--- config.mk ---
export PLATFORM = sky130hd
export DESIGN_NAME = fieldbus_switch_config_decoder
export DESIGN_NICKNAME = d
export VERILOG_FILES = /design/src/rtl/switch_config_pkg.sv /design/src/rtl/selector_table.sv /design/src/rtl/fieldbus_switch_config_decoder.sv
export SDC_FILE = /design/constraint.sdc
export NUM_CORES = 1
export LEC_CHECK = 0
export BUFFER_PORTS_ARGS = -buffer_cell sky130_fd_sc_hd__buf_2
export CAP_MARGIN = 20
export CORE_MARGIN = 1
export CORE_UTILIZATION = 50
export CTS_CLUSTER_DIAMETER = 200
export DETAILED_ROUTE_END_ITERATION = 6
export MAX_ROUTING_LAYER = met4
export PLACE_DENSITY = 0.77
export SLEW_MARGIN = 30
export SYNTH_ARGS = -nofsm -noshare
export SYNTH_HDL_FRONTEND = slang
export SYNTH_SLANG_ARGS = --single-unit
--- constraint.sdc ---
create_clock -name clk_sys -period 2.5 [get_ports clk_sys]
set_input_delay 0.5 -clock clk_sys [delete_from_list [all_inputs] [get_ports clk_sys]]
set_output_delay 0.5 -clock clk_sys [all_outputs]
set_load 0.005 [all_outputs]
--- src/rtl/switch_config_pkg.sv ---
package switch_config_pkg;

  // Register byte offsets on the Wishbone slave.
  localparam logic [7:0] reg_config_ofs = 8'h00;
  localparam logic [7:0] reg_status_ofs = 8'h04;
  localparam logic [7:0] reg_irq_status_ofs = 8'h08;
  localparam logic [7:0] reg_irq_mask_ofs = 8'h0C;
  localparam logic [7:0] reg_control_ofs = 8'h10;
  localparam logic [7:0] reg_drive_ofs = 8'h14;

  // Field positions inside the config register.
  localparam int node_address_pos = 0;
  localparam int bit_rate_pos = 8;
  localparam int process_words_pos = 12;
  localparam int io_enable_pos = 16;
  localparam int variant_pos = 17;

  // Field positions inside the status register.
  localparam int init_pos = 0;
  localparam int bad_rate_pos = 1;
  localparam int bad_length_pos = 2;
  localparam int connected_pos = 3;

  // Interrupt status and mask bits.
  localparam int irq_ready_bit = 0;
  localparam int irq_bad_rate_bit = 1;
  localparam int irq_bad_length_bit = 2;
  localparam int irq_connected_bit = 3;
  localparam int irq_width = 4;

  // Control register bits.
  localparam int ctl_master_config_pos = 0;
  localparam int ctl_program_run_pos = 1;
  localparam int ctl_bus_ramp_pos = 2;

  localparam logic [3:0] irq_mask_reset = 4'h0;
  localparam logic [2:0] control_reset = 3'h0;

  // Bit rate codes and their baud values in kbaud.
  localparam logic [1:0] rate_code_125 = 2'h0;
  localparam logic [1:0] rate_code_250 = 2'h1;
  localparam logic [1:0] rate_code_500 = 2'h2;
  localparam logic [1:0] rate_code_reserved = 2'h3;
  localparam logic [9:0] rate_kbaud_125 = 10'd125;
  localparam logic [9:0] rate_kbaud_250 = 10'd250;
  localparam logic [9:0] rate_kbaud_500 = 10'd500;

  // Switch value the factory ships: address 63, 500 kbaud.
  localparam logic [7:0] network_bank_factory = 8'hFE;

  localparam logic [3:0] gateway_words_min = 4'h1;
  localparam logic [3:0] gateway_words_max = 4'hA;
  localparam logic [3:0] selector_max = 4'hA;

  // Indicator timing: flash half period and lamp test length.
  localparam int clk_hz = 125_000_000;
  localparam int flash_half_ms = 250;
  localparam int lamp_test_ms = 500;
  localparam int flash_half_cycles = clk_hz / 1000 * flash_half_ms;
  localparam int lamp_test_cycles = clk_hz / 1000 * lamp_test_ms;

  // Two-bit lamp colour: off, green, red.
  typedef enum logic [1:0] {lamp_off, lamp_green, lamp_red} lamp_type;

  typedef struct packed {
    lamp_type network;
    lamp_type polled;
    lamp_type strobe;
    logic fault;
  } indicator_type;

  typedef struct packed {
    logic [5:0] node_address;
    logic [1:0] bit_rate;
    logic [3:0] process_words;
    logic io_enable;
  } config_type;

  typedef struct packed {
    logic cw_enable;
    logic ccw_enable;
  } direction_type;

  typedef struct packed {
    logic run;
    logic cw_allowed;
    logic ccw_allowed;
  } drive_gate_type;

endpackage : switch_config_pkg

--- src/rtl/selector_table.sv ---
`timescale 1ns/100ps
// Registered lookup of the two rotary selectors, in Hz and tenths.
module selector_table
  import switch_config_pkg::*;
(
  input wire logic clk_sys,
  input wire logic rstn,
  input wire logic [3:0] min_frequency_selector,
  input wire logic [3:0] ramp_time_selector,
  output logic [5:0] min_frequency_hz,
  output logic [6:0] ramp_tenths
);

  logic [5:0] next_min_frequency_hz;
  logic [6:0] next_ramp_tenths;

  always_comb begin
    case (min_frequency_selector)
      4'h0: next_min_frequency_hz = 6'd2;
      4'h1: next_min_frequency_hz = 6'd5;
      4'h2: next_min_frequency_hz = 6'd7;
      4'h3: next_min_frequency_hz = 6'd10;
      4'h4: next_min_frequency_hz = 6'd12;
      4'h5: next_min_frequency_hz = 6'd15;
      4'h6: next_min_frequency_hz = 6'd20;
      4'h7: next_min_frequency_hz = 6'd25;
      4'h8: next_min_frequency_hz = 6'd30;
      4'h9: next_min_frequency_hz = 6'd35;
      default: next_min_frequency_hz = 6'd40;
    endcase
    // The table is not monotonic at positions 1 and 2.
    case (ramp_time_selector)
      4'h0: next_ramp_tenths = 7'd1;
      4'h1: next_ramp_tenths = 7'd3;
      4'h2: next_ramp_tenths = 7'd2;
      4'h3: next_ramp_tenths = 7'd5;
      4'h4: next_ramp_tenths = 7'd7;
      4'h5: next_ramp_tenths = 7'd10;
      4'h6: next_ramp_tenths = 7'd20;
      4'h7: next_ramp_tenths = 7'd30;
      4'h8: next_ramp_tenths = 7'd50;
      4'h9: next_ramp_tenths = 7'd70;
      default: next_ramp_tenths = 7'd100;
    endcase
  end

  always_ff @(posedge clk_sys or negedge rstn) begin
    if (!rstn) begin
      min_frequency_hz <= 6'd0;
      ramp_tenths <= 7'd0;
    end else begin
      min_frequency_hz <= next_min_frequency_hz;
      ramp_tenths <= next_ramp_tenths;
    end
  end

endmodule : selector_table

--- src/rtl/fieldbus_switch_config_decoder.sv ---
`timescale 1ns/100ps
// What this block does
// - Bit-rate switches: off/off 125k, first 250k, second 500k, both reserved.
// - Six address switches form node address 0..63, lowest weight one.
// - Factory default switch setting gives address 63 at 500 kbaud.
// - Gateway: reserved bit rate holds init and flashes polled lamp red.
// - Motor variant: I/O enable switch off disables, on enables local I/O.
// - Motor variant: two switches give zero to three process data words.
// - Gateway: four switches give length; 1..10 valid, others reserved.
// - Reserved length holds init and flashes bit-strobe lamp red.
// - Ramp selector maps positions 0..10 to times for a 50 Hz step.
// - Ramp selector used only when the fieldbus does not supply ramp.
// - One direction input stops opposite setpoints; none blocks the drive.
// - Bus connect runs lamp test, then network flashes green; fault lamp clears (gateway: once program runs).
// - After master download, lamps show master and process connections.
module fieldbus_switch_config_decoder
  import switch_config_pkg::*;
#(
  parameter int flash_cycles = flash_half_cycles,
  parameter int test_cycles = lamp_test_cycles
) (
  input wire logic clk_sys,
  input wire logic rstn,
  input wire logic gateway_variant,
  input wire logic [7:0] network_switch_bank,
  input wire logic [3:0] process_switch_bank,
  input wire logic [3:0] min_frequency_selector,
  input wire logic [3:0] ramp_time_selector,
  input wire direction_type direction_in,
  input wire logic bus_cable_present,
  input wire logic [31:0] wb_adr_i,
  input wire logic [31:0] wb_dat_i,
  input wire logic [3:0] wb_sel_i,
  input wire logic wb_we_i,
  input wire logic wb_cyc_i,
  input wire logic wb_stb_i,
  output logic [31:0] wb_dat_o,
  output logic wb_ack_o,
  output logic irq,
  output config_type active_config,
  output logic [9:0] bit_rate_kbaud,
  output logic config_valid,
  output logic local_io_enable,
  output indicator_type indicators,
  output drive_gate_type drive_gate,
  output logic [5:0] min_frequency_hz,
  output logic [6:0] ramp_tenths
);

  typedef enum {st_init, st_lamp_test, st_wait_master, st_online} state_type;

  // Pin synchronisers: the first stage feeds only the second.
  logic [19:0] pins_meta;
  logic [19:0] pins_sync;
  logic [7:0] net_bank;
  logic [3:0] proc_bank;
  logic [3:0] min_sel;
  logic [3:0] ramp_sel;
  logic gateway;
  logic cable;
  direction_type dir;

  always_ff @(posedge clk_sys or negedge rstn) begin
    if (!rstn) begin
      pins_meta <= 20'h00000;
      pins_sync <= 20'h00000;
    end else begin
      pins_meta <= {network_switch_bank, process_switch_bank,
                    min_frequency_selector, ramp_time_selector};
      pins_sync <= pins_meta;
    end
  end

  logic [3:0] misc_meta;
  logic [3:0] misc_sync;

  always_ff @(posedge clk_sys or negedge rstn) begin
    if (!rstn) begin
      misc_meta <= 4'h0;
      misc_sync <= 4'h0;
    end else begin
      misc_meta <= {gateway_variant, bus_cable_present, direction_in};
      misc_sync <= misc_meta;
    end
  end

  assign net_bank = pins_sync[19:12];
  assign proc_bank = pins_sync[11:8];
  assign min_sel = pins_sync[7:4];
  assign ramp_sel = pins_sync[3:0];
  assign gateway = misc_sync[3];
  assign cable = misc_sync[2];
  assign dir = misc_sync[1:0];

  // Decoding helpers: rate for the held config, length check for the live switches.
  function automatic logic [9:0] rate_kbaud(input logic [1:0] code);
    case (code)
      rate_code_125: rate_kbaud = rate_kbaud_125;
      rate_code_250: rate_kbaud = rate_kbaud_250;
      rate_code_500: rate_kbaud = rate_kbaud_500;
      default: rate_kbaud = 10'd0;
    endcase
  endfunction : rate_kbaud

  function automatic logic words_ok(input logic gw, input logic [3:0] w);
    if (gw) begin
      words_ok = (w >= gateway_words_min) && (w <= gateway_words_max);
    end else begin
      words_ok = 1'b1;
    end
  endfunction : words_ok

  // Live decode of the synchronised switches.
  config_type live_config;
  logic live_bad_rate;
  logic live_bad_length;

  always_comb begin
    live_config.bit_rate = net_bank[1:0];
    live_config.node_address = net_bank[7:2];
    live_config.io_enable = gateway ? 1'b0 : proc_bank[2];
    live_config.process_words = gateway ? proc_bank
                                        : {2'b00, proc_bank[1:0]};
    // Only the gateway treats the reserved rate as an init blocker.
    live_bad_rate = gateway && (net_bank[1:0] == rate_code_reserved);
    live_bad_length = !words_ok(gateway, live_config.process_words);
  end

  // Wishbone registers.
  logic [irq_width-1:0] irq_status;
  logic [irq_width-1:0] irq_mask;
  logic [2:0] control;
  logic [irq_width-1:0] irq_event;
  logic [irq_width-1:0] next_irq_status;
  logic [irq_width-1:0] next_irq_mask;
  logic [2:0] next_control;
  logic [31:0] next_dat;
  logic next_ack;
  logic next_irq;
  logic access;
  logic wr;

  assign access = wb_cyc_i && wb_stb_i && !wb_ack_o;
  assign wr = access && wb_we_i && wb_sel_i[0];

  // Main state machine and held configuration.
  state_type state;
  state_type next_state;
  config_type held;
  config_type next_held;
  logic [31:0] timer;
  logic [31:0] next_timer;
  logic bad_rate;
  logic bad_length;
  logic next_bad_rate;
  logic next_bad_length;

  always_comb begin
    next_state = state;
    next_held = held;
    next_timer = timer;
    next_bad_rate = bad_rate;
    next_bad_length = bad_length;
    irq_event = '0;
    case (state)
      st_init: begin
        // Keep resampling until the switches hold a legal setting and the cable is present.
        next_held = live_config;
        next_bad_rate = live_bad_rate;
        next_bad_length = live_bad_length;
        irq_event[irq_bad_rate_bit] = live_bad_rate && !bad_rate;
        irq_event[irq_bad_length_bit] = live_bad_length && !bad_length;
        if (!live_bad_rate && !live_bad_length && cable) begin
          next_state = st_lamp_test;
          next_timer = '0;
          irq_event[irq_ready_bit] = 1'b1;
        end
      end
      st_lamp_test: begin
        next_timer = timer + 32'd1;
        if (timer >= 32'(test_cycles - 1)) begin
          next_state = st_wait_master;
        end
      end
      st_wait_master: begin
        if (control[ctl_master_config_pos]) begin
          next_state = st_online;
          irq_event[irq_connected_bit] = 1'b1;
        end
      end
      st_online: begin
        if (!control[ctl_master_config_pos]) begin
          next_state = st_wait_master;
        end
      end
      default: next_state = st_init;
    endcase
    // Losing the cable sends the module back to re-read the switches.
    if (!cable && state != st_init) begin
      next_state = st_init;
    end
  end

  always_ff @(posedge clk_sys or negedge rstn) begin
    if (!rstn) begin
      state <= st_init;
      held <= '0;
      timer <= '0;
      bad_rate <= 1'b0;
      bad_length <= 1'b0;
    end else begin
      state <= next_state;
      held <= next_held;
      timer <= next_timer;
      bad_rate <= next_bad_rate;
      bad_length <= next_bad_length;
    end
  end

  // Flash divider: a one-cycle enable toggles the flash phase.
  logic [31:0] flash_count;
  logic [31:0] next_flash_count;
  logic flash;
  logic next_flash;

  always_comb begin
    next_flash_count = flash_count + 32'd1;
    next_flash = flash;
    if (flash_count >= 32'(flash_cycles - 1)) begin
      next_flash_count = '0;
      next_flash = !flash;
    end
  end

  always_ff @(posedge clk_sys or negedge rstn) begin
    if (!rstn) begin
      flash_count <= '0;
      flash <= 1'b0;
    end else begin
      flash_count <= next_flash_count;
      flash <= next_flash;
    end
  end

  // Register bus next values; a new event wins over a clear.
  always_comb begin
    next_irq_mask = irq_mask;
    next_control = control;
    next_irq_status = irq_status;
    if (wr && wb_adr_i[7:0] == reg_irq_mask_ofs) begin
      next_irq_mask = wb_dat_i[irq_width-1:0];
    end
    if (wr && wb_adr_i[7:0] == reg_control_ofs) begin
      next_control = wb_dat_i[2:0];
    end
    if (wr && wb_adr_i[7:0] == reg_irq_status_ofs) begin
      next_irq_status = irq_status & ~wb_dat_i[irq_width-1:0];
    end
    next_irq_status = next_irq_status | irq_event;
    next_irq = |(next_irq_status & next_irq_mask);
    next_ack = access;
    next_dat = 32'h00000000;
    if (access && !wb_we_i) begin
      case (wb_adr_i[7:0])
        reg_config_ofs: begin
          next_dat[node_address_pos +: 6] = held.node_address;
          next_dat[bit_rate_pos +: 2] = held.bit_rate;
          next_dat[process_words_pos +: 4] = held.process_words;
          next_dat[io_enable_pos] = held.io_enable;
          next_dat[variant_pos] = gateway;
        end
        reg_status_ofs: begin
          next_dat[init_pos] = (state == st_init);
          next_dat[bad_rate_pos] = bad_rate;
          next_dat[bad_length_pos] = bad_length;
          next_dat[connected_pos] = (state == st_online);
        end
        reg_irq_status_ofs: next_dat[irq_width-1:0] = irq_status;
        reg_irq_mask_ofs: next_dat[irq_width-1:0] = irq_mask;
        reg_control_ofs: next_dat[2:0] = control;
        reg_drive_ofs: begin
          next_dat[5:0] = min_frequency_hz;
          next_dat[14:8] = ramp_tenths;
        end
        default: next_dat = 32'h00000000;
      endcase
    end
  end

  always_ff @(posedge clk_sys or negedge rstn) begin
    if (!rstn) begin
      irq_status <= '0;
      irq_mask <= irq_mask_reset;
      control <= control_reset;
      wb_ack_o <= 1'b0;
      wb_dat_o <= 32'h00000000;
      irq <= 1'b0;
    end else begin
      irq_status <= next_irq_status;
      irq_mask <= next_irq_mask;
      control <= next_control;
      wb_ack_o <= next_ack;
      wb_dat_o <= next_dat;
      irq <= next_irq;
    end
  end

  // Outputs: indicators, drive gating and the decoded configuration.
  indicator_type next_indicators;
  drive_gate_type next_drive_gate;
  logic running;

  assign running = (state != st_init);

  always_comb begin
    next_indicators.network = lamp_off;
    next_indicators.polled = lamp_off;
    next_indicators.strobe = lamp_off;
    next_indicators.fault = 1'b1;
    case (state)
      st_init: begin
        if (bad_rate && flash) begin
          next_indicators.polled = lamp_red;
        end
        if (bad_length && flash) begin
          next_indicators.strobe = lamp_red;
        end
      end
      st_lamp_test: begin
        next_indicators.network = lamp_green;
        next_indicators.polled = lamp_green;
        next_indicators.strobe = lamp_green;
      end
      st_wait_master: begin
        next_indicators.network = flash ? lamp_green : lamp_off;
        // The gateway's fault lamp clears only with its program running.
        next_indicators.fault = gateway && !control[ctl_program_run_pos];
      end
      st_online: begin
        next_indicators.network = lamp_green;
        next_indicators.polled = lamp_green;
        next_indicators.strobe = lamp_green;
        next_indicators.fault = gateway && !control[ctl_program_run_pos];
      end
      default: next_indicators.fault = 1'b1;
    endcase
    // Neither direction input enabled blocks the drive outright.
    next_drive_gate.run = running && (dir.cw_enable || dir.ccw_enable);
    next_drive_gate.cw_allowed = running && dir.cw_enable;
    next_drive_gate.ccw_allowed = running && dir.ccw_enable;
  end

  always_ff @(posedge clk_sys or negedge rstn) begin
    if (!rstn) begin
      indicators <= '0;
      drive_gate <= '0;
      active_config <= '0;
      bit_rate_kbaud <= 10'd0;
      config_valid <= 1'b0;
      local_io_enable <= 1'b0;
    end else begin
      indicators <= next_indicators;
      drive_gate <= next_drive_gate;
      active_config <= held;
      bit_rate_kbaud <= rate_kbaud(held.bit_rate);
      config_valid <= running;
      local_io_enable <= running && held.io_enable;
    end
  end

  // The bus-supplied ramp takes precedence over the selector.
  logic [3:0] ramp_sel_used;
  assign ramp_sel_used = control[ctl_bus_ramp_pos] ? selector_max
                                                   : ramp_sel;

  selector_table u_selector_table (
    .clk_sys(clk_sys),
    .rstn(rstn),
    .min_frequency_selector(min_sel),
    .ramp_time_selector(ramp_sel_used),
    .min_frequency_hz(min_frequency_hz),
    .ramp_tenths(ramp_tenths)
  );

endmodule : fieldbus_switch_config_decoder

# After elaboration in Yosys (flattened, before gate mapping)
# Memories as Yosys holds them, arrays and structs flattened. A register that Yosys moved wholly into a read port is not among the register bits.
# Cells that the tools add are included.
# totals
input_bits	97
mem_bits_ro	208
regBits	240
wordCells	142
mem_count	2
out_inout_bits	82
# memory_table
memory	words	word_bits	read_ports	rd_ports_with_merged_regs	wr	line_no	text
(no name shown)	16	7	1	1	0	selector_table.sv:32	case (ramp_time_selector)
(no name shown)	16	6	1	1	0	selector_table.sv:18	case (min_frequency_selector)
# classes
reduce_logical	45
mux	34
add_sub_neg	2
eq_ne	17
n_bitwise	4
order_cmp	4
# op_table
operator	n
two-way mux 32 bit	7
one-hot mux 32 bit (4 select lines)	1
adder 32 x 1 -> 32 bit, second input constant	2
equality test 32 x 2 -> 1 bit, second input constant	2
logical NOT 32 bit	2
one-hot mux 32 bit (2 select lines)	1
equality test 32 x 1 -> 1 bit, second input constant	1
equality test 32 x 3 -> 1 bit, second input constant	1
>= comparator 32 x 25 -> 1 bit, second input constant	1
>= comparator 32 x 26 -> 1 bit, second input constant	1
nonzero test 32 bit	1
one-hot mux 9 bit (3 select lines)	1
logical AND 1 bit	22
two-way mux 18 bit	1
one-hot mux 3 bit (6 select lines)	1
equality test 8 x 4 -> 1 bit, second input constant	2
equality test 8 x 5 -> 1 bit, second input constant	2
two-way mux 4 bit	4
!= test 3 bit, second input constant	4
logical NOT 1 bit	11
bitwise AND 4 bit	2
equality test 8 x 3 -> 1 bit, second input constant	1
logical NOT 8 bit	1
one-hot mux 2 bit (2 select lines)	2
other kinds (21)	32

# Depth between registers and ports, before layout
# Gate-level depths: netlist of run 1.
# depth
ltp_word	11
ltp_mapped	8
mapped_depth_nobuf	6

# Hierarchy
# Synthesis of run 1 repeated with hierarchy kept, for this count alone.
# unflattened
hier_cells	747
area_unflattened_um2	8365.5
# modules_own_cells
mod	seq_area_each_um2	n_inst	cells_per_inst	area_per_inst_um2
fieldbus_switch_config_decoder	4729.5	1	691	7726.2
selector_table	325.3	1	56	639.4

# Worst setup path before layout of run 1
# Ideal clock, no wire load.
# synth_path
kind	input-to-reg
start	input wb_adr_i[1]
end	register irq
arrival_ps	1981
setup_ps	129
required_time_ps	2371
setup_slack_ps	390
path_buffers	0
path_stages	5
cell_sequence	or3_1 nor4_2 a21boi_0 o21a_1 a2111o_1
# synth_between
elab_chain_len	6
word_cells_on_any_way	9
cone_classes	eq/ne (2); mux (2); bitwise (2); reduce/logical (3)
# synth_rtl
item	line_no	text
start: declaration	fieldbus_switch_config_decoder.sv:31	input wire logic [31:0] wb_adr_i,
equality test 8 x 4 -> 1 bit	fieldbus_switch_config_decoder.sv:256	if (wr && wb_adr_i[7:0] == reg_irq_status_ofs) begin
logical AND 1 bit	fieldbus_switch_config_decoder.sv:256	
two-way mux 4 bit	fieldbus_switch_config_decoder.sv:256	
OR 4 bit	fieldbus_switch_config_decoder.sv:259	next_irq_status = next_irq_status | irq_event;
bitwise AND 4 bit (*)	fieldbus_switch_config_decoder.sv:260	next_irq = |(next_irq_status & next_irq_mask);
OR reduction 4 bit (*)	fieldbus_switch_config_decoder.sv:260	
named net next_irq	fieldbus_switch_config_decoder.sv:139	logic next_irq;
end signal: assignment	fieldbus_switch_config_decoder.sv:304	irq <= next_irq;
end: declaration	fieldbus_switch_config_decoder.sv:39	output logic irq,
# The timed path passes the listed nets; every way through them passes the cells marked *.
# A chain may end at the register's enable or synchronous reset.

# Worst setup path after layout of run 1
# layout_path
start	register timer[0]
end	register timer[14]
# layout_between
elab_chain_len	2
# layout_rtl
item	line_no	text
start: declaration	fieldbus_switch_config_decoder.sv:151	logic [31:0] timer;
start signal: assignment	fieldbus_switch_config_decoder.sv:214	timer <= next_timer;
adder 32 x 1 -> 32 bit	fieldbus_switch_config_decoder.sv:180	next_timer = timer + 32'd1;
one-hot mux 32 bit (2 select lines)	fieldbus_switch_config_decoder.sv:165	case (state)
# Every way passes these cells.

==> results of run 1 <==
-- metal layers --
layer / track usage (%) / vias up / part of all wire, % / wire length [um]
li1: - / 2789 / - / -
met1: 28.64 / 2896 / 44 / 7640
met2: 34.67 / 127 / 49 / 8470
met3: 3.135 / 37 / 4.4 / 760
met4: 7.437 / 0 / 2.6 / 454
met5: - / - / 0 / 0
-- cells in the final DEF, fill, tap and decap left out, drive strengths merged, types with 15 or more instances in the layout --
cell type / count
a21oi: 32
clkbuf: 29
inv: 22
xnor2: 21
nor4: 15
buf: 126
o21ai: 20
or4: 15
nand2: 64
dfrtp: 202
and3: 16
nor2: 63
ha: 15
nor3: 16
or3: 16
nand3: 21
conb: 25
-- final cells by class --
class / instances / area [um^2]
inverters: 21 / 78.83
multi-input cells: 484 / 3032
well taps: 216 / 270.3
clock buffers: 28 / 634.4
clock inverters: 12 / 198.9
flip-flops and latches: 202 / 5055
fillers: 1241 / 6052
repair buffers: 127 / 737.0
-- synth_stat cells (all sizes together), types with 4 or more instances --
master / number
clkbuf: 22
inv: 21
nor4: 15
nor3: 16
or3: 16
nand2b: 4
o21a: 4
ha: 15
nor2b: 12
a21oi: 32
nand2: 64
and2: 6
o21ai: 20
and4: 6
dfrtp: 202
and3: 16
nor2: 63
xor2: 9
nand3: 21
a21o: 6
o31ai: 13
a22oi: 12
nand4: 13
mux2: 11
xnor2: 21
or2: 6
or4: 15
buf: 24
-- flip-flops by register name, indices dropped and copies added (netlist names), 5 cells and up --
| name | flops |
|---|---|
| indicators | 5 |
| flash_count | 32 |
| u_selector_table.ramp_tenths | 7 |
| active_config | 13 |
| timer | 32 |
| pins_sync | 20 |
| wb_dat_o | 16 |
| u_selector_table.min_frequency_hz | 6 |
| pins_meta | 20 |
| bit_rate_kbaud | 7 |
| held | 13 |
-- metrics by stage --
step / power (mW) / util (%) / hold slack [ns] / std cells / instance area (um^2)
final: 8.435 / 62.31 / 0.02929 / 1090 / 10010
after CTS: 8.510 / 62.31 / 0.04692 / 1090 / 10010
after detailed placement: 4.886 / 57.12 / 0.3347 / 1050 / 9173
after floorplan: 4.376 / - / 0.2044 / 753 / 8413
after global routing: 8.813 / 62.31 / 0.08010 / 1090 / 10010
after global placement: 4.855 / 57.12 / 0.3323 / 1050 / 9173
-- path summary, 6_finish.rpt --
path	to	startpoint	depth (start not counted)	slack [ns]
worst max-delay path	timer[14]$_DFFE_PN0P_	timer[0]$_DFFE_PN0P_	6	0.21
worst min-delay path	active_config[5]$_DFF_PN0_	rstn	1	0.03
worst max register to register	timer[14]$_DFFE_PN0P_	timer[0]$_DFFE_PN0P_	6	0.21
worst min register to register	pins_sync[13]$_DFF_PN0_	pins_meta[13]$_DFF_PN0_	0	0.34
max in group asynchronous	pins_sync[18]$_DFF_PN0_	rstn	2	1.79
min in group clk_sys	pins_meta[6]$_DFF_PN0_	min_frequency_selector[2]	1	0.11
-- kinds of logic after synthesis --
| group | after synthesis | share of synthesized area (%) |
|---|---|---|
| simple gates | 284 | 18.31 |
| flops | 202 | 60.73 |
| compound gates | 116 | 9.351 |
| buf+inv | 67 | 3.999 |
| xor+xnor | 30 | 3.157 |
| fa+ha+maj | 15 | 2.255 |
| mux | 14 | 2.150 |
| other cells | 1 | 0.04506 |
-- worst max-delay path: cells and delay by family, from the launching register on --
kind | cells | cell delay, ns
AND/OR/NAND/NOR | 3 | 1.31
flip-flops | 1 | 0.42
adder cells (fa/ha/maj) | 1 | 0.22
AO/OA/AOI/OAI | 1 | 0.16
buffers and inverters | 1 | 0.08
-- power groups by stage --
stage          sequential, mW  clock (mW)  combinational (mW)
2_1_floorplan            3.89           0               0.490
3_3_place_gp             3.92           0               0.938
3_5_place_dp             3.92           0               0.963
4_1_cts                  3.87        3.66               0.973
5_1_grt                  3.93        3.80                1.09
6_report                 3.87        3.60               0.962
==> results.md, run 1 <==
GRT:
- The number of global-route vias before repair is 5576.
- The maximum number of pins on one net before global-route repair is 79.
- The wire length of the first global-routing pass is 28.13 mm.
- Global routing consumed, over all layers together, 21.74% of the routing resources.
- The initial antenna violation count came to 0.
- The remaining global-route overflow is 0.

Clock tree:
- The clock slew at the register clock pins of the worst setup and hold paths is 0.06 ns.
- The TritonCTS buffer count is 22.
- The buffer cell driving the clock tree root is sky130_fd_sc_hd__clkbuf_16.
- Once the clock tree was built, the setup fixing pass inserted 0 buffers.
- The count of hold buffers inserted by post-cts repair is 0.
- The TritonCTS clock tree is yes.
- The number of gates resized after cts is 0.
- The H-tree depth is 1.
- The clock latency of the later-clocked register in the worst-skew pair is 0.50 ns.
- The number of clock sinks is 202.
- Counting along the longest clock path gives a buffer depth of 3.

Layout:
- The diode insertion count for antenna repair is 0.
- Of the cells placed in the final design, the portion with a size suffix greater than 1 is 22.65%.
- The total number of nets in the final design is 970.
- From synthesis to final layout, the design area changed by 20.22%.

Power and ir drop:
- The cell area power density is 843.0 nW/um^2.
- Sequential cells account for 45.9% of the total power.
- The switching power total is 2.072 mW.
- The worst-case IR drop observed on VDD is 0.7158 mV.
- The part of the power in combinational logic is 11.4%.
- Internal power comes to 6.363 mW.
- The leakage power summed over all cells is 4.620 nW.
- The switching share of total power is 24.56%.
- The clock network accounts for 42.7% of the total power.

Logic synthesis:
- In this run, synthesis produced a sequential element count of 202.
- Of all cell types, the one taking the most synthesized area is sky130_fd_sc_hd__dfrtp_1.
- The dominant synthesized flop cell is sky130_fd_sc_hd__dfrtp_1.
- The synthesized design devotes to its leading area cell type 60.73% of total area.
- By area the synthesized netlist is led by sky130_fd_sc_hd__dfrtp_1 61%, sky130_fd_sc_hd__nand2_1 2.9%, sky130_fd_sc_hd__nor2_1 2.8%, sky130_fd_sc_hd__ha_1 2.3%, sky130_fd_sc_hd__xnor2_1 2.2%.
- Averaged over all synthesized cells, the footprint is 11.42 um^2.
- For this run, asynchronously set or reset flops after synthesis account for 100.0%.
- The number of instances in the synthesized netlist is 729.
- The share of the Yosys chip area taken by registers is 60.73%.
- Yosys printed 0 warnings.
- The number of flops mapped to enable cells by yosys is 0.
- In this run, distinct cell masters in the synthesized netlist total 69.
- The post-synthesis instance area is 8323 um^2.

Worst setup path:
- The worst setup path is captured at a flop.
- STA classifies the critical path startpoint as a flop.
- Data on the critical path is required at its endpoint by 2.91 ns.
- The delay of the slowest cell on the worst path is 0.62 ns.
- The critical path is of the reg2reg type.
- The slowest cell on the critical path is sky130_fd_sc_hd__or4b_4.
- The data arrival time at the worst-slack endpoint is 2.70 ns.
- Traced cell by cell, the critical path runs through ha_1, inv_1, nor3_2, or4b_4, or4_1, a21oi_1.
- The critical-path maximum fanout is 23.

Drt:
- The final layout contains routed wiring with a total length of 17.33 mm.
- The final routed wire length divided by cell count is 15.89 um.
- The first TritonRoute pass finished after 6 iterations.
- The count of nets left with antenna violations once routing finished came out at 0.
- The via count of the routed design is 5849.
- In the routed design, unresolved DRC markers number 0.
- Dividing the detail-routed via count by the number of cells gives 5.366.
- The violation count after the first detailed-routing iteration is 320.

Floorplanning:
- The initialized floorplan defines 46 standard-cell rows.
- For this design the top-level I/O count stands at 179.
- The die covers 17170 um^2.
- The die width is 131.0 um.
- The floorplan step defined a core boundary enclosing 16060 um^2.
- In this run the vertical extent of the chip is 131.0 um.
- Once the floorplan was initialized, standard cells occupied 51.83% of the core.

STA:
- The number of max-slew violations in the final report is 0.
- Measured against its own limit, the worst slew margin works out to 58.00%.
- The slew at the pin closest to its max-slew limit is 0.6300 ns.
- The maximum achievable frequency is 436.9 MHz.
- The final clock skew is 0.01171 ns.
- The time the worst path needs with I/O delays and setup is 2.289 ns.
- The hold violation total from the final report is 0.
- Setup violations remaining at the end of the flow were counted as 0.
- For the final routed database, the setup TNS stands at 0 ns.
- Setup slack closes at 0.2111 ns.
- Setup repair after global routing left no endpoint under its margin.
- The final clock period utilization by the worst path is 91.56%.

Placement:
- Routability-driven placement finished with a final weighted congestion of 0.8279.
- Input and output buffers added on the ports amount to 105.
- Once detailed placement completed, the half-perimeter wirelength came to 11.79 mm.
- The worst setup slack after placement is 0.1679 ns.

Min path:
- The type of the tightest min-delay check is in2async.

Outcome:
- The run finished with clean final reports.

Run:
- Across the run, the number of max-cap violations was 0.
(Power assumes the default switching activity.)
==> run 2, diff against run 1 <==
--- a/config.mk
+++ b/config.mk
@@ -15,2 +15,3 @@
 export PLACE_DENSITY = 0.77
+export SETUP_SLACK_MARGIN = 0.05
 export SLEW_MARGIN = 30
==> constraint.sdc (replaced) <==
create_clock -name clk_sys -period 2.5 [get_ports clk_sys]
set_input_delay 0.25 -clock clk_sys [delete_from_list [all_inputs] [get_ports clk_sys]]
set_output_delay 0.25 -clock clk_sys [all_outputs]
set_load 0.005 [all_outputs]
==> results.md, run 2 (synthesis gave the netlist of run 1 again) <==
Outcome:
- The flow ran to the end, and the final reports show no timing, DRC or antenna violations.

Drt:
- The met3 wire length is 803 um (+5.7%).
- The via count of the routed design is 5888 (+0.67%).
- The wire length reported by the detailed router is 17.24 mm (-0.52%).
- The final routed wire length divided by cell count came to 15.54 um (-2.2%).
- The count of nets left with antenna violations after detail routing is 0 (unchanged).
- The number of optimization iterations in the first detailed-route pass was 5 (-1).
- The violation count after the first detailed-routing iteration is 322 (+0.63%).
- The wire length on met2 is 8.532 mm (+0.73%).
- The highest metal layer used by the detailed router is met4.
- The ratio of routed vias to standard cells is 5.309 (-1.1%).
- The post-route DRC violation count was 0 (unchanged).
- The met1 wire length is 7.460 mm (-2.4%).

Floorplanning:
- The die footprint is 17170 um^2 (unchanged).
- The area of the core region is 16060 um^2 (unchanged).
- The boundary pin count is 179 (unchanged).
- The floorplan row count is 46 (unchanged).
- The die width is 131.0 um (unchanged).
- The y dimension of the die is 131.0 um (unchanged).
- The initial core utilization came to 51.83% (unchanged).

Worst setup path:
- The depth of the worst register-to-register path is 5 (-1).
- The start of the worst register-to-register path is timer[5]$_DFFE_PN0P_.
- Broken down by cell family, the worst path's largest delay share belongs to simple AND/OR/NAND/NOR gates.
- The element type at the critical path start is a flop.
- The delay of the slowest cell on the worst path is 0.64 ns (+0.02 ns).
- The signal on the critical path passes through nand3_1, nor4_2, or4b_1, or4_1, a21oi_1.
- The data arrival time at the worst-slack endpoint is 2.68 ns (-0.02 ns).
- The type of the worst setup path is reg2reg.
- The setup slack of the worst register-to-register path came to 0.23 ns (+0.02 ns).
- The worst setup path is captured at a flop.
- The largest individual stage delay along the critical path comes from the cell sky130_fd_sc_hd__or4b_1.
- The critical-path maximum fanout is 10 (-57%).
- The critical path required time came to 2.92 ns (about the same).
- The worst reg2reg path endpoint is timer[17]$_DFFE_PN0P_.
- The buffer and inverter count on the worst path is 0 (-1).

GRT:
- The wire length of the first global-routing pass is 28.41 mm (+1.0%).
- The initial antenna violation count came to 0 (unchanged).
- The global-route total usage across every layer is 22.04% (+0.29 points).
- The maximum number of pins on one net before global-route repair was 75 (-5.1%).
- The remaining global-route overflow is 0 (unchanged).
- The number of global-route vias before repair came to 5654 (+1.4%).

Power and ir drop:
- The leakage power summed over all cells is 4.661 nW (+0.87%).
- The highest ir drop seen on vdd was 0.5993 mV (-16%).
- The cell area power density came to 800.3 nW/um^2 (-5.1%).

STA:
- The final clock skew is 0.005654 ns (-0.006056 ns).
- The worst slew slack as a fraction of its limit is 59.59% (+1.6 points).
- The final clock period utilization by the worst path is 90.68% (-0.88 points).
- The time the worst path needs with I/O delays and setup is 2.267 ns (-0.02190 ns).
- The final count of negative-setup-slack endpoints came to 0 (unchanged).
- Setup repair after global routing left no endpoint under its margin.
- The hold violation total from the final report was 0 (unchanged).
- The final worst slack is 0.2330 ns (+0.02190 ns).
- The maximum achievable frequency was 441.1 MHz (+0.97%).
- The aggregate negative setup slack was 0 ns (unchanged).
- The slew at the pin closest to its max-slew limit came to 0.6015 ns (-0.02857 ns).
- The number of max-slew violations in the final report came to 0 (unchanged).

Clock tree:
- The buffer cell driving the clock tree root is sky130_fd_sc_hd__clkbuf_16.
- The H-tree depth is 1 (unchanged).
- The clock slew at the register clock pins of the worst setup and hold paths is 0.06 ns (about the same).
- The TritonCTS clock tree is yes.
- The maximum clock path buffer count came to 3 (unchanged).
- The number of clock sinks is 202 (unchanged).
- The number of gates resized after cts is 0 (unchanged).
- The clock latency of the later-clocked register in the worst-skew pair is 0.49 ns (about the same).
- The TritonCTS buffer count is 20 (-9.1%).

Layout:
- The share of cells above drive strength 1 was 21.39% (-1.3 points).
- The largest registers in the layout are flash_count x32, timer x32.
- The register area is 5055 um^2 (unchanged).
- Relative to the synthesized area, the layout overhead comes to 21.62%.
- The number of filler instances in the final layout was 1199 (-3.4%).
- The diode insertion count for antenna repair came to 0 (unchanged).
- The total number of nets in the final design is 991 (+2.2%).
- The top cell types in the final layout, fill and taps aside, are 202 x sky130_fd_sc_hd__dfrtp_1, 104 x sky130_fd_sc_hd__buf_2, 64 x sky130_fd_sc_hd__nand2_1.
- Leaving out fill and tap cells, the most frequent cell in the layout is sky130_fd_sc_hd__dfrtp_1.
- The area occupied by multi-input gates is 3032 um^2 (unchanged).

Placement:
- The half-perimeter wire length after detailed placement is 11.47 mm (-2.7%).
- The placer congestion estimate is 0.8625 (+4.2%).
- The count of input and output buffers is 105 (unchanged).
- The worst setup slack after placement came to 0.2217 ns (+0.05385 ns).

Run:
- The number of violations of the max-capacitance limit is 0 (unchanged).

Min path:
- The min-delay analysis places its worst path in the category in2reg.
- In this run the most critical hold path is launched from wb_dat_i[0].
- Along the worst hold path, the cell count comes to 2.
- The end of the worst hold path is control[0]$_DFFE_PN0P_.
run 2: area by class of cell:
cell class                      count  share of cell area (%)
Timing Repair Buffer              150                   9.481
Clock buffer                       26                   5.674
Tap cell                          216                   2.670
Inverter                           21                  0.7787
Clock inverter                     10                   1.508
Multi-Input combinational cell    484                   29.95
Sequential cell                   202                   49.94
run 2: worst max path at each step:
stage                            end  cells past startpoint                   start  slack [ns]
2_1_floorplan  timer[28]$_DFFE_PN0P_                      7    timer[0]$_DFFE_PN0P_        0.40
3_3_place_gp           irq$_DFF_PN0_                      6             wb_adr_i[4]        0.26
3_5_place_dp           irq$_DFF_PN0_                      6             wb_adr_i[4]        0.22
4_1_cts        timer[31]$_DFFE_PN0P_                      6  misc_sync[3]$_DFF_PN0_        0.25
5_1_grt        timer[31]$_DFFE_PN0P_                      5   timer[14]$_DFFE_PN0P_        0.07
6_report       timer[17]$_DFFE_PN0P_                      5    timer[5]$_DFFE_PN0P_        0.23
run 2: timing repair:
action,4_1_cts,5_1_grt
hold buffers,25,0
endpoints found under the setup margin,0,0
endpoints found under the hold margin,93,0
setup buffers,0,0
run 2: report_power, final:
group / internal (mW) / total [mW] / switching [mW]
combinational: 0.437 / 0.985 / 0.548
sequential: 3.64 / 3.88 / 0.241
clock: 2.03 / 3.24 / 1.21
total: 6.11 / 8.10 / 2.00
run 2: per-layer routing:
layer / track usage (%) / vias to the layer above
met2: 35.73 / 156
met3: 3.664 / 34
met1: 28.23 / 2864
met5: - / -
met4: 7.437 / 0
li1: - / 2834
run 2: metrics by stage:
stage | cell area, um^2 | util, % | power, mW | hold WS [ns] | instances
after CTS | 10120 | 63.04 | 8.180 | 0.02473 | 1109
after detailed placement | 9145 | 56.95 | 4.881 | 0.3004 | 1048
after floorplan | 8413 | - | 4.376 | -0.04559 | 753
final | 10120 | 63.04 | 8.101 | 0.04296 | 1109
after global routing | 10120 | 63.04 | 8.498 | 0.03018 | 1109
after global placement | 9145 | 56.95 | 4.857 | 0.2953 | 1048
